<file path="src/logic/smr_pkg.sv">
// Constants and types shared by the mode/status and soft-reset register bank.
// Assumes a serial front end that hands over byte-wide register accesses.
`default_nettype none

package smr_pkg;

    // Register byte addresses
    localparam logic [7:0] ADDR_MODE_STATUS   = 8'h14;
    localparam logic [7:0] ADDR_SENSOR_CFG1   = 8'h15;
    localparam logic [7:0] ADDR_SENSOR_CFG4   = 8'h18;
    localparam logic [7:0] ADDR_WAKE_CTRL     = 8'h20;

    // Field positions in sensor_config_one
    localparam int CFG1_ACTIVE_BIT = 0;
    localparam int CFG1_RST_BIT    = 7;

    // Field positions in sensor_config_four
    localparam int CFG4_POL_BIT    = 0;
    localparam int CFG4_DRIVE_BIT  = 1;
    localparam int CFG4_FSEL_BIT   = 2;
    localparam int CFG4_BOOTD_BIT  = 3;

    // Field positions in the wake control register
    localparam int WAKE_EN_BIT     = 0;
    localparam int WAKE_PIN_BIT    = 1;
    localparam int WAKE_MOTION_BIT = 2;

    // Values after reset
    localparam logic [7:0] CFG1_RESET_LOW  = 8'h00;
    localparam logic [7:0] CFG1_RESET_HIGH = 8'h03;
    localparam logic [7:0] CFG4_RESET      = 8'h00;
    localparam logic [7:0] WAKE_RESET      = 8'h04;

    // Writable masks and the soft-reset keep mask; reset bit never stored
    localparam logic [7:0] CFG1_STORE_MASK = 8'h7F;
    localparam logic [7:0] CFG4_STORE_MASK = 8'h0F;
    localparam logic [7:0] WAKE_STORE_MASK = 8'h07;
    localparam logic [7:0] CFG4_KEEP_MASK  = 8'h0B;

    // Operating mode codes
    localparam logic [1:0] CODE_STANDBY   = 2'h0;
    localparam logic [1:0] CODE_WAKE      = 2'h1;
    localparam logic [1:0] CODE_SLEEP     = 2'h2;
    localparam logic [1:0] CODE_TRIG_WAIT = 2'h3;

    // Soft-reset start delay
    localparam int CLOCK_MHZ          = 50;
    localparam int RESET_DELAY_US     = 300;
    localparam int RESET_DELAY_CYCLES = RESET_DELAY_US * CLOCK_MHZ;

    // Strap settle count
    localparam logic [1:0] BOOT_SETTLE = 2'h3;

    // Operating states
    typedef enum logic [1:0] {
        ST_STANDBY,
        ST_WAKE,
        ST_SLEEP,
        ST_TRIG_WAIT
    } smr_mode_type;

endpackage : smr_pkg

`default_nettype wire

</file>
<file path="src/logic/smr_delay.sv">
// One-shot down counter: start loads the count, done pulses at zero.
// Start is a one-cycle pulse; a new start restarts.
`timescale 1ns/1ps
`default_nettype none

module smr_delay #(
    parameter int CYCLES = 15000,
    parameter int WIDTH  = 16
) (
    // Clock and reset
    input  wire logic clock_i,
    input  wire logic reset_i,
    // Control
    input  wire logic start_i,
    output logic      busy_o,
    output logic      done_o
);

    localparam logic [WIDTH-1:0] LOAD = WIDTH'(CYCLES - 1);

    logic [WIDTH-1:0] count_r;  // Remaining cycles

    // Count down while busy; done is registered
    always_ff @(posedge clock_i) begin
        if (reset_i) begin
            count_r <= '0;
            busy_o  <= 1'b0;
            done_o  <= 1'b0;
        end else if (start_i) begin
            count_r <= LOAD;
            busy_o  <= 1'b1;
            done_o  <= 1'b0;
        end else if (busy_o && count_r == '0) begin
            busy_o  <= 1'b0;
            done_o  <= 1'b1;
        end else begin
            count_r <= busy_o ? count_r - 1'b1 : count_r;
            done_o  <= 1'b0;
        end
    end

endmodule : smr_delay

`default_nettype wire

</file>
<file path="src/logic/smr_sync.sv">
// Two-flop synchroniser for pin inputs.
// Assumes inputs are asynchronous to clock_i; width is a parameter.
`timescale 1ns/1ps
`default_nettype none

module smr_sync #(
    parameter int WIDTH = 1
) (
    // Clock and reset
    input  wire logic             clock_i,
    input  wire logic             reset_i,
    // Pin side
    input  wire logic [WIDTH-1:0] async_i,
    // Clock side
    output logic      [WIDTH-1:0] sync_o
);

    logic [WIDTH-1:0] meta_r;  // First stage, read only by the second

    // Two stages, first read only here
    always_ff @(posedge clock_i) begin
        if (reset_i) begin
            meta_r <= '0;
            sync_o <= '0;
        end else begin
            meta_r <= async_i;
            sync_o <= meta_r;
        end
    end

endmodule : smr_sync

`default_nettype wire

</file>
<file path="src/logic/smr_top.sv">
// Mode status and soft-reset register bank of the sensor.
// Assumes a serial front end on clock_i giving byte accesses
// and a one-cycle pulse at transaction end (stop or CS release).
//
// Function
// - Two-bit mode code, defaults by boot strap
// - No trigger-wait mode when boot pin high
// - Function select bit enables external trigger mode
// - Trigger wait 11b, measuring 01b, back to 11b
// - Wake level driven on selected interrupt pin; second pin stays released while function select makes it the trigger input
// - Debounce counters cleared on entry to wake, sleep or trigger wait
// - Soft reset accepted in every mode
// - Soft reset reloads defaults, keeps pin bits
// - Soft reset also resets serial interface
// - Reset waits for end of transaction
// - Soft-reset bit always reads zero
// - Reset starts 300 to 500 us later
// - Mode code in low bits at 14h
`timescale 1ns/1ps
`default_nettype none

module smr_top #(
    parameter int RESET_DELAY_CYCLES = smr_pkg::RESET_DELAY_CYCLES,
    parameter int MOTION_DEFAULT     = 1
) (
    // Clock and reset
    input  wire logic       clock_i,
    input  wire logic       reset_i,
    // Register access from the serial front end
    input  wire logic [7:0] reg_addr_i,
    input  wire logic [7:0] reg_wdata_i,
    input  wire logic       reg_wr_i,
    input  wire logic       reg_rd_i,
    input  wire logic       xfer_end_i,
    output logic      [7:0] reg_rdata_o,
    // Strap and pins
    input  wire logic       boot_select_pin_i,
    input  wire logic       second_irq_pin_i,
    output logic            first_irq_pin_o,
    output logic            first_irq_pin_oe_n_o,
    output logic            second_irq_pin_o,
    output logic            second_irq_pin_oe_n_o,
    // Sensing core handshakes
    input  wire logic       measurement_done_i,
    input  wire logic       sleep_request_i,
    input  wire logic       wake_request_i,
    // Outputs to other blocks
    output logic      [1:0] operating_state_code_o,
    output logic            debounce_clear_o,
    output logic            block_reset_o,
    output logic            serial_reset_o
);

    // Mode state to its printed code
    function automatic logic [1:0] mode_code(input smr_pkg::smr_mode_type m);
        case (m)
            smr_pkg::ST_STANDBY:   mode_code = smr_pkg::CODE_STANDBY;
            smr_pkg::ST_WAKE:      mode_code = smr_pkg::CODE_WAKE;
            smr_pkg::ST_SLEEP:     mode_code = smr_pkg::CODE_SLEEP;
            smr_pkg::ST_TRIG_WAIT: mode_code = smr_pkg::CODE_TRIG_WAIT;
            default:               mode_code = smr_pkg::CODE_STANDBY;
        endcase
    endfunction : mode_code

    // Synchronised pins
    logic [1:0]            pins_sync;      // {second irq pin, boot strap}
    logic                  boot_high;      // Boot strap level
    logic                  trig_in;        // Trigger level on second pin
    logic                  trig_prev_r;    // Trigger level one cycle ago
    logic                  trig_edge;      // Rising edge of trigger

    // Register contents
    logic [7:0]            cfg1_r;         // sensor_config_one, bit 7 unused
    logic [7:0]            cfg4_r;         // sensor_config_four
    logic [7:0]            wake_r;         // Wake output control

    // Soft reset sequencing
    logic                  rst_pending_r;  // Request written, not started
    logic                  rst_xfer_end_r; // Transaction has closed since
    logic                  rst_go;         // Start the reset sequence
    logic                  reload;         // Hard or soft defaults load
    logic                  delay_start;    // Launch the start delay
    logic                  delay_busy;     // Delay still running
    logic [1:0]            boot_wait_r;    // Strap settle countdown
    logic                  boot_apply;     // Apply strap-dependent defaults

    // Mode state
    smr_pkg::smr_mode_type mode_r;
    smr_pkg::smr_mode_type mode_nxt;
    logic                  trig_en;
    logic                  active;
    logic                  wr_cfg1;
    logic                  wr_cfg4;
    logic                  wr_wake;
    logic                  wake_drive;
    logic                  second_is_input;
    logic                  irq1_level;     // First pin level before its flop
    logic                  irq2_level;     // Second pin level before its flop

    // Strap and trigger pass two flops before use
    smr_sync #(
        .WIDTH (2)
    ) u_sync (
        .clock_i (clock_i),
        .reset_i (reset_i),
        .async_i ({second_irq_pin_i, boot_select_pin_i}),
        .sync_o  (pins_sync)
    );

    assign boot_high = pins_sync[0];
    assign trig_in   = pins_sync[1];
    assign trig_edge = trig_in & ~trig_prev_r;

    // Remember trigger level for edge detection
    always_ff @(posedge clock_i) begin
        if (reset_i) begin
            trig_prev_r <= 1'b0;
        end else begin
            trig_prev_r <= trig_in;
        end
    end

    // Write strobes per register
    assign wr_cfg1 = reg_wr_i && reg_addr_i == smr_pkg::ADDR_SENSOR_CFG1;
    assign wr_cfg4 = reg_wr_i && reg_addr_i == smr_pkg::ADDR_SENSOR_CFG4;
    assign wr_wake = reg_wr_i && reg_addr_i == smr_pkg::ADDR_WAKE_CTRL;

    // Trigger mode only when selected and strap is low
    assign trig_en = cfg4_r[smr_pkg::CFG4_FSEL_BIT] & ~boot_high;
    assign active  = cfg1_r[smr_pkg::CFG1_ACTIVE_BIT];

    // Soft reset request: taken in any mode, deferred to transaction end
    assign delay_start = wr_cfg1 && reg_wdata_i[smr_pkg::CFG1_RST_BIT];
    assign rst_go      = rst_pending_r && rst_xfer_end_r && !delay_busy
                         && !delay_start;
    assign reload      = reset_i | rst_go;

    // Start delay at its minimum
    smr_delay #(
        .CYCLES (RESET_DELAY_CYCLES),
        .WIDTH  (16)
    ) u_delay (
        .clock_i (clock_i),
        .reset_i (reset_i),
        .start_i (delay_start),
        .busy_o  (delay_busy),
        .done_o  ()
    );

    // Pending flag and transaction-closed flag
    always_ff @(posedge clock_i) begin
        if (reset_i) begin
            rst_pending_r  <= 1'b0;
            rst_xfer_end_r <= 1'b0;
        end else if (delay_start) begin
            // A new request restarts delay and close wait
            rst_pending_r  <= 1'b1;
            rst_xfer_end_r <= xfer_end_i;
        end else if (rst_go) begin
            rst_pending_r  <= 1'b0;
            rst_xfer_end_r <= 1'b0;
        end else if (xfer_end_i && rst_pending_r) begin
            rst_xfer_end_r <= 1'b1;
        end
    end

    // Reset pulses to functional blocks and the serial front end
    always_ff @(posedge clock_i) begin
        if (reset_i) begin
            block_reset_o  <= 1'b0;
            serial_reset_o <= 1'b0;
        end else begin
            block_reset_o  <= rst_go;
            serial_reset_o <= rst_go;
        end
    end

    // Strap settle countdown after any defaults load
    always_ff @(posedge clock_i) begin
        if (reload) begin
            boot_wait_r <= smr_pkg::BOOT_SETTLE;
        end else if (boot_wait_r != 2'h0) begin
            boot_wait_r <= boot_wait_r - 2'h1;
        end
    end

    assign boot_apply = boot_wait_r == 2'h1;

    // sensor_config_one: reset bit is never stored
    always_ff @(posedge clock_i) begin
        if (reload) begin
            cfg1_r <= smr_pkg::CFG1_RESET_LOW;
        end else if (boot_apply) begin
            // Strap known now; active by default when strapped high
            cfg1_r <= boot_high ? smr_pkg::CFG1_RESET_HIGH
                                : smr_pkg::CFG1_RESET_LOW;
        end else if (wr_cfg1) begin
            cfg1_r <= reg_wdata_i & smr_pkg::CFG1_STORE_MASK;
        end
    end

    // sensor_config_four: pin bits survive a soft reset
    always_ff @(posedge clock_i) begin
        if (reset_i) begin
            cfg4_r <= smr_pkg::CFG4_RESET;
        end else if (rst_go) begin
            cfg4_r <= cfg4_r & smr_pkg::CFG4_KEEP_MASK;
        end else if (wr_cfg4) begin
            cfg4_r <= reg_wdata_i & smr_pkg::CFG4_STORE_MASK;
        end
    end

    // Wake output control, including the motion detect setting
    always_ff @(posedge clock_i) begin
        if (reload) begin
            wake_r <= MOTION_DEFAULT != 0 ? smr_pkg::WAKE_RESET : 8'h00;
        end else if (wr_wake) begin
            wake_r <= reg_wdata_i & smr_pkg::WAKE_STORE_MASK;
        end
    end

    // Next operating mode
    always_comb begin
        mode_nxt = mode_r;
        case (mode_r)
            smr_pkg::ST_STANDBY: begin
                if (boot_apply && boot_high && wake_r[smr_pkg::WAKE_MOTION_BIT]) begin
                    mode_nxt = smr_pkg::ST_WAKE;
                end else if (active && !boot_apply) begin
                    mode_nxt = trig_en ? smr_pkg::ST_TRIG_WAIT : smr_pkg::ST_WAKE;
                end
            end
            smr_pkg::ST_WAKE: begin
                if (!active && !boot_apply) begin
                    mode_nxt = smr_pkg::ST_STANDBY;
                end else if (trig_en && measurement_done_i) begin
                    mode_nxt = smr_pkg::ST_TRIG_WAIT;
                end else if (!trig_en && sleep_request_i) begin
                    mode_nxt = smr_pkg::ST_SLEEP;
                end
            end
            smr_pkg::ST_SLEEP: begin
                if (!active) begin
                    mode_nxt = smr_pkg::ST_STANDBY;
                end else if (trig_en) begin
                    mode_nxt = smr_pkg::ST_TRIG_WAIT;
                end else if (wake_request_i) begin
                    mode_nxt = smr_pkg::ST_WAKE;
                end
            end
            smr_pkg::ST_TRIG_WAIT: begin
                if (!active) begin
                    mode_nxt = smr_pkg::ST_STANDBY;
                end else if (!trig_en) begin
                    mode_nxt = smr_pkg::ST_WAKE;
                end else if (trig_edge) begin
                    mode_nxt = smr_pkg::ST_WAKE;
                end
            end
            default: begin
                mode_nxt = smr_pkg::ST_STANDBY;
            end
        endcase
    end

    // Mode register; a defaults load returns to standby first
    always_ff @(posedge clock_i) begin
        if (reload) begin
            mode_r <= smr_pkg::ST_STANDBY;
        end else begin
            mode_r <= mode_nxt;
        end
    end

    // Published mode code, registered
    always_ff @(posedge clock_i) begin
        if (reset_i) begin
            operating_state_code_o <= smr_pkg::CODE_STANDBY;
        end else if (rst_go) begin
            operating_state_code_o <= smr_pkg::CODE_STANDBY;
        end else begin
            operating_state_code_o <= mode_code(mode_nxt);
        end
    end

    // Debounce clear pulse on entry into wake, sleep or trigger wait
    always_ff @(posedge clock_i) begin
        if (reset_i) begin
            debounce_clear_o <= 1'b0;
        end else begin
            debounce_clear_o <= !reload && mode_nxt != mode_r
                                && mode_nxt != smr_pkg::ST_STANDBY;
        end
    end

    // Register read data; unmapped addresses read zero
    always_ff @(posedge clock_i) begin
        if (reset_i) begin
            reg_rdata_o <= 8'h00;
        end else if (reg_rd_i) begin
            case (reg_addr_i)
                smr_pkg::ADDR_MODE_STATUS: reg_rdata_o <= {6'h00, mode_code(mode_r)};
                smr_pkg::ADDR_SENSOR_CFG1: reg_rdata_o <= {1'b0, cfg1_r[6:0]};
                smr_pkg::ADDR_SENSOR_CFG4: reg_rdata_o <= cfg4_r;
                smr_pkg::ADDR_WAKE_CTRL:   reg_rdata_o <= wake_r;
                default:                   reg_rdata_o <= 8'h00;
            endcase
        end
    end

    // Wake level is asserted while in wake with the output enabled
    assign wake_drive      = wake_r[smr_pkg::WAKE_EN_BIT] && mode_r == smr_pkg::ST_WAKE;
    assign second_is_input = cfg4_r[smr_pkg::CFG4_FSEL_BIT];
    // Asserted level equals the polarity bit, idle level its inverse
    assign irq1_level = (wake_drive && !wake_r[smr_pkg::WAKE_PIN_BIT]) == cfg4_r[smr_pkg::CFG4_POL_BIT];
    assign irq2_level = (wake_drive && wake_r[smr_pkg::WAKE_PIN_BIT]) == cfg4_r[smr_pkg::CFG4_POL_BIT];

    // First interrupt pin: level follows polarity, open drain only pulls low
    always_ff @(posedge clock_i) begin
        if (reset_i) begin
            first_irq_pin_o      <= 1'b0;
            first_irq_pin_oe_n_o <= 1'b1;
        end else begin
            first_irq_pin_o      <= irq1_level;
            // Open drain pulls low only; the high level is released
            first_irq_pin_oe_n_o <= cfg4_r[smr_pkg::CFG4_DRIVE_BIT] && irq1_level;
        end
    end

    // Second pin is released while it serves as trigger input
    always_ff @(posedge clock_i) begin
        if (reset_i) begin
            second_irq_pin_o      <= 1'b0;
            second_irq_pin_oe_n_o <= 1'b1;
        end else if (second_is_input) begin
            second_irq_pin_o      <= 1'b0;
            second_irq_pin_oe_n_o <= 1'b1;
        end else begin
            second_irq_pin_o      <= irq2_level;
            second_irq_pin_oe_n_o <= cfg4_r[smr_pkg::CFG4_DRIVE_BIT] && irq2_level;
        end
    end

    // Host boot wait needs no logic here:
    // the reload settles in a few cycles,
    // well inside any boot time.

endmodule : smr_top

`default_nettype wire
</file>
<file path="config.mk">
export PLATFORM = sky130hd
export DESIGN_NAME = smr_top
export DESIGN_NICKNAME = d
export VERILOG_FILES = /design/src/logic/smr_pkg.sv /design/src/logic/smr_delay.sv /design/src/logic/smr_sync.sv /design/src/logic/smr_top.sv
export SDC_FILE = /design/constraint.sdc
export NUM_CORES = 1
export LEC_CHECK = 0
export BUFFER_PORTS_ARGS = -buffer_cell sky130_fd_sc_hd__buf_2
export CORE_AREA = 4 4 81 83
export DETAILED_ROUTE_END_ITERATION = 10
export DIE_AREA = 0 0 85 87
export GPL_TIMING_DRIVEN = 0
export PLACE_DENSITY = 0.75
export SLEW_MARGIN = 0
export SYNTH_ARGS = -nofsm -noshare
export SYNTH_HDL_FRONTEND = slang
export SYNTH_SLANG_ARGS = --single-unit
</file>
<file path="constraint.sdc">
create_clock -name clock_i -period 2.7 [get_ports clock_i]
set_input_delay 0.27 -clock clock_i [delete_from_list [all_inputs] [get_ports clock_i]]
set_output_delay 0.27 -clock clock_i [all_outputs]
set_load 0.005 [all_outputs]
</file>
==> flow_summary_export.csv <==
group,metric,value,unit
die,initial_core_util,0.4380,
placement,place_hpwl,4119,um
synthesis,yosys.area.top_type_share,0.4375,
die,io_pins,43,
clock_tree,holdBufCountCts,0,
synthesis,ys_async_sr_fraction,0,
clock_tree,cts_setup_buffers,0,
sta,rsz0062_at_grt,"no",
sta,final.period_utilization,0.8397,
sta,max_freq,441.1,MHz
placement,port-buffer-count,40,
power_and_ir_drop,leakagePower,1.151,nW
critical_path,endpoint_kind,"flop",
critical_path,critPathMaxFanout,8,
global_route,grt_max_degree,19,
critical_path,arrival,2.52,ns
detailed_routing,drt_iter0_drc,80,
critical_path,crit_type,"flop to flop",
layout,layout.nets,364,
detailed_routing,viasPerCell,5.251,
clock_tree,clkTransAtPathRegs,0.10,ns
synthesis,ys_seq_area_frac,0.4375,
synthesis,synth_edf_count,0,
power_and_ir_drop,power_density,531.3,nW/um^2
layout,antennaDiodeCount,0,
synthesis,yosys.cell_types.count,47,
clock_tree,tritoncts,"yes",
clock_tree,clk-insertion-delay-late,0.32,ns
synthesis,syn_area,2562,um^2
sta,drv_slew,0,
layout,drive_gt1_frac,0.1845,
synthesis,synth_warnings,0,
job,cap_violations,0,
power_and_ir_drop,power.total,1.579,mW
sta,setup_violations,0,
sta,tightestPinTransition,0.5811,ns
die,dieHeight,87,um
synthesis,synth_top_cell_by_area,"dfxtp_1",
global_route,antenna_found_initial,0,
die,die_x,85,um
clock_tree,cts_buffers,5,
power_and_ir_drop,ir_drop,0.0003198,V
min_path,hold_path.class,"primary input to flop",
synthesis,synthFlopType,"dfxtp_1",
die,core-area,5851,um^2
die,rows,28,
clock_tree,cts.sinks,56,
synthesis,syn_area_per_cell,8.897,um^2
sta,hold_viol,0,
synthesis,ys_seq_elements,56,
sta,fin_skew,0.01162,ns
detailed_routing,routed_wl,5448,um
detailed_routing,drcViolationCount,0,
global_route,grt_use_total,0.1594,
run_status,status,"finished clean",
clock_tree,cts_resized,0,
layout,syn_to_final_growth,16.02,%
synthesis,synth.net_count,317,
sta,period_needed,2.267,ns
placement,gp_congestion,0.8424,
sta,setup_tns,0,ns
synthesis,syn_inst,288,
clock_tree,ctsHtreeMaxLevel,2,
clock_tree,clk_path_buf_depth,2,
detailed_routing,routed-via-count,2158,
global_route,grt_pass1_wl,9515,um
synthesis,yosys-top-cells-area,"dfxtp_1 (44%), a21oi_1 (5.5%), mux2i_1 (4.7%)",
detailed_routing,ant_nets,0,
detailed_routing,drt-wirelength-per-cell,13.26,um
critical_path,worstPathRequired,2.95,ns
global_route,grt-ovfl-total,0,
clock_tree,cts_root_buf,"clkbuf_8",
die,dieArea,7395,um^2
critical_path,start_kind,"flop",
sta,relSlewSlack,0.6118,
detailed_routing,firstDrtPassIters,4,
global_route,grt_pass1_vias,2078,
[layer usage]
metal  share of wire  up-vias  track usage
met5               0        -            0
met4          0.0081        0      0.03885
met3           0.066        5      0.04825
met2            0.48       63       0.2797
met1            0.45      990       0.1907
li1                -     1100            -
[layout make-up]
class | count | area [um^2]
Buffer | 15 | 68.82
Clock buffer | 5 | 68.82
Clock inverter | 3 | 47.55
Fill cell | 570 | 2878
Inverter | 9 | 33.78
Multi-Input combinational cell | 208 | 1339
Sequential cell | 56 | 1121
Tap cell | 75 | 93.84
Timing Repair Buffer | 40 | 200.2
[power by group]
| part | total (mW) | switching, mW | internal [mW] |
|---|---|---|---|
| clock | 0.565 | 0.285 | 0.280 |
| sequential | 0.864 | 0.0155 | 0.849 |
| combinational | 0.151 | 0.0827 | 0.0680 |
[Yosys cell counts (2+ instances only)]
library cell / count
a21oi_1: 28
a221oi_1: 2
a31oi_1: 4
a32o_1: 2
and3_1: 2
buf_4: 3
clkbuf_1: 11
dfxtp_1: 56
ha_1: 3
inv_1: 9
mux2_1: 2
mux2_2: 2
mux2i_1: 12
nand2_1: 23
nand2b_1: 5
nand3_1: 10
nand3b_1: 4
nand4_1: 5
nor2_1: 30
nor2b_1: 11
nor3_1: 11
nor3b_1: 3
nor4_4: 2
o21a_1: 2
o21ai_0: 8
o31ai_1: 2
o32ai_1: 2
or2_2: 2
or4_1: 3
xnor2_1: 10
xor2_1: 3
[final timing paths]
kind	startpoint	end	slack, ns	cells past startpoint
worst max-delay path	u_delay.count_r[0]$_SDFFE_PP0P_	u_delay.count_r[1]$_SDFFE_PP0P_	0.43	8
worst min-delay path	sleep_request_i	mode_r[0]$_SDFF_PN0_	0.15	2
worst min register to register	u_sync.meta_r[0]$_SDFF_PP0_	u_sync.sync_o[0]$_SDFF_PP0_	0.45	1
worst max register to register	u_delay.count_r[0]$_SDFFE_PP0P_	u_delay.count_r[1]$_SDFFE_PP0P_	0.43	8
[through the flow]
step | utilization | hold WS, ns | cells | area (um^2) | setup slack (ns)
2_1_floorplan | - | 0.3708 | 288 | 2562 | 0.8109
3_3_place_gp | 0.4882 | 0.4263 | 403 | 2856 | 0.5199
3_5_place_dp | 0.4882 | 0.4256 | 403 | 2856 | 0.4827
4_1_cts | 0.5081 | 0.1357 | 411 | 2973 | 0.4272
5_1_grt | 0.5081 | 0.1204 | 411 | 2973 | 0.1844
6_report | 0.5081 | 0.1493 | 411 | 2973 | 0.4329
[placed cells by master (no fill, tap or decap), types with 3 or more instances in the layout]
master / Yosys / final
dfxtp_1: 56 / 56
buf_2: 1 / 41
nor2_1: 30 / 30
a21oi_1: 28 / 28
nand2_1: 23 / 23
mux2i_1: 12 / 12
nor2b_1: 11 / 11
clkbuf_1: 11 / 11
nor3_1: 11 / 11
nand3_1: 10 / 10
xnor2_1: 10 / 10
inv_1: 9 / 9
o21ai_0: 8 / 8
nand4_1: 5 / 5
nand2b_1: 5 / 5
clkbuf_8: 0 / 5
nand3b_1: 4 / 4
a31oi_1: 4 / 4
nor3b_1: 3 / 3
or4_1: 3 / 3
xor2_1: 3 / 3
ha_1: 3 / 3
buf_4: 3 / 3
[logic make-up (layout without fill, tap and decap cells)]
family,after synthesis,count (layout),share of synthesized area
AOI/OAI and AO/OA,56,56,0.1362
adders and majority gates,3,3,0.01465
DFF,56,56,0.4375
and+or+nand+nor,119,119,0.2612
muxes,16,16,0.06445
xor gates and xnor gates,13,13,0.04443
buffers and inverters,24,72,0.04004
other,1,1,0.001463
[flip-flops by register name, summed over array words and instances, names as in the netlist]
register / count
boot_wait_r: 2
u_sync.meta_r: 2
second_irq_pin_o: 1
serial_reset_o: 1
mode_r: 2
rst_pending_r: 1
first_irq_pin_oe_n_o: 1
reg_rdata_o: 7
wake_r: 3
trig_prev_r: 1
second_irq_pin_oe_n_o: 1
rst_xfer_end_r: 1
operating_state_code_o: 1
debounce_clear_o: 1
u_delay.busy_o: 1
first_irq_pin_o: 1
cfg4_r: 4
u_delay.count_r: 16
cfg1_r: 7
u_sync.sync_o: 2
[critical path: stages (launching register included)]
cell,delay [ns]
dfxtp_1,0.32
inv_1,0.08
ha_1,0.14
clkbuf_1,0.29
nor4b_1,0.44
nand4_1,0.25
nand2_1,0.20
mux2_1,0.33
a21oi_1,0.15
No activity file was read; power rests on OpenSTA's default activity.
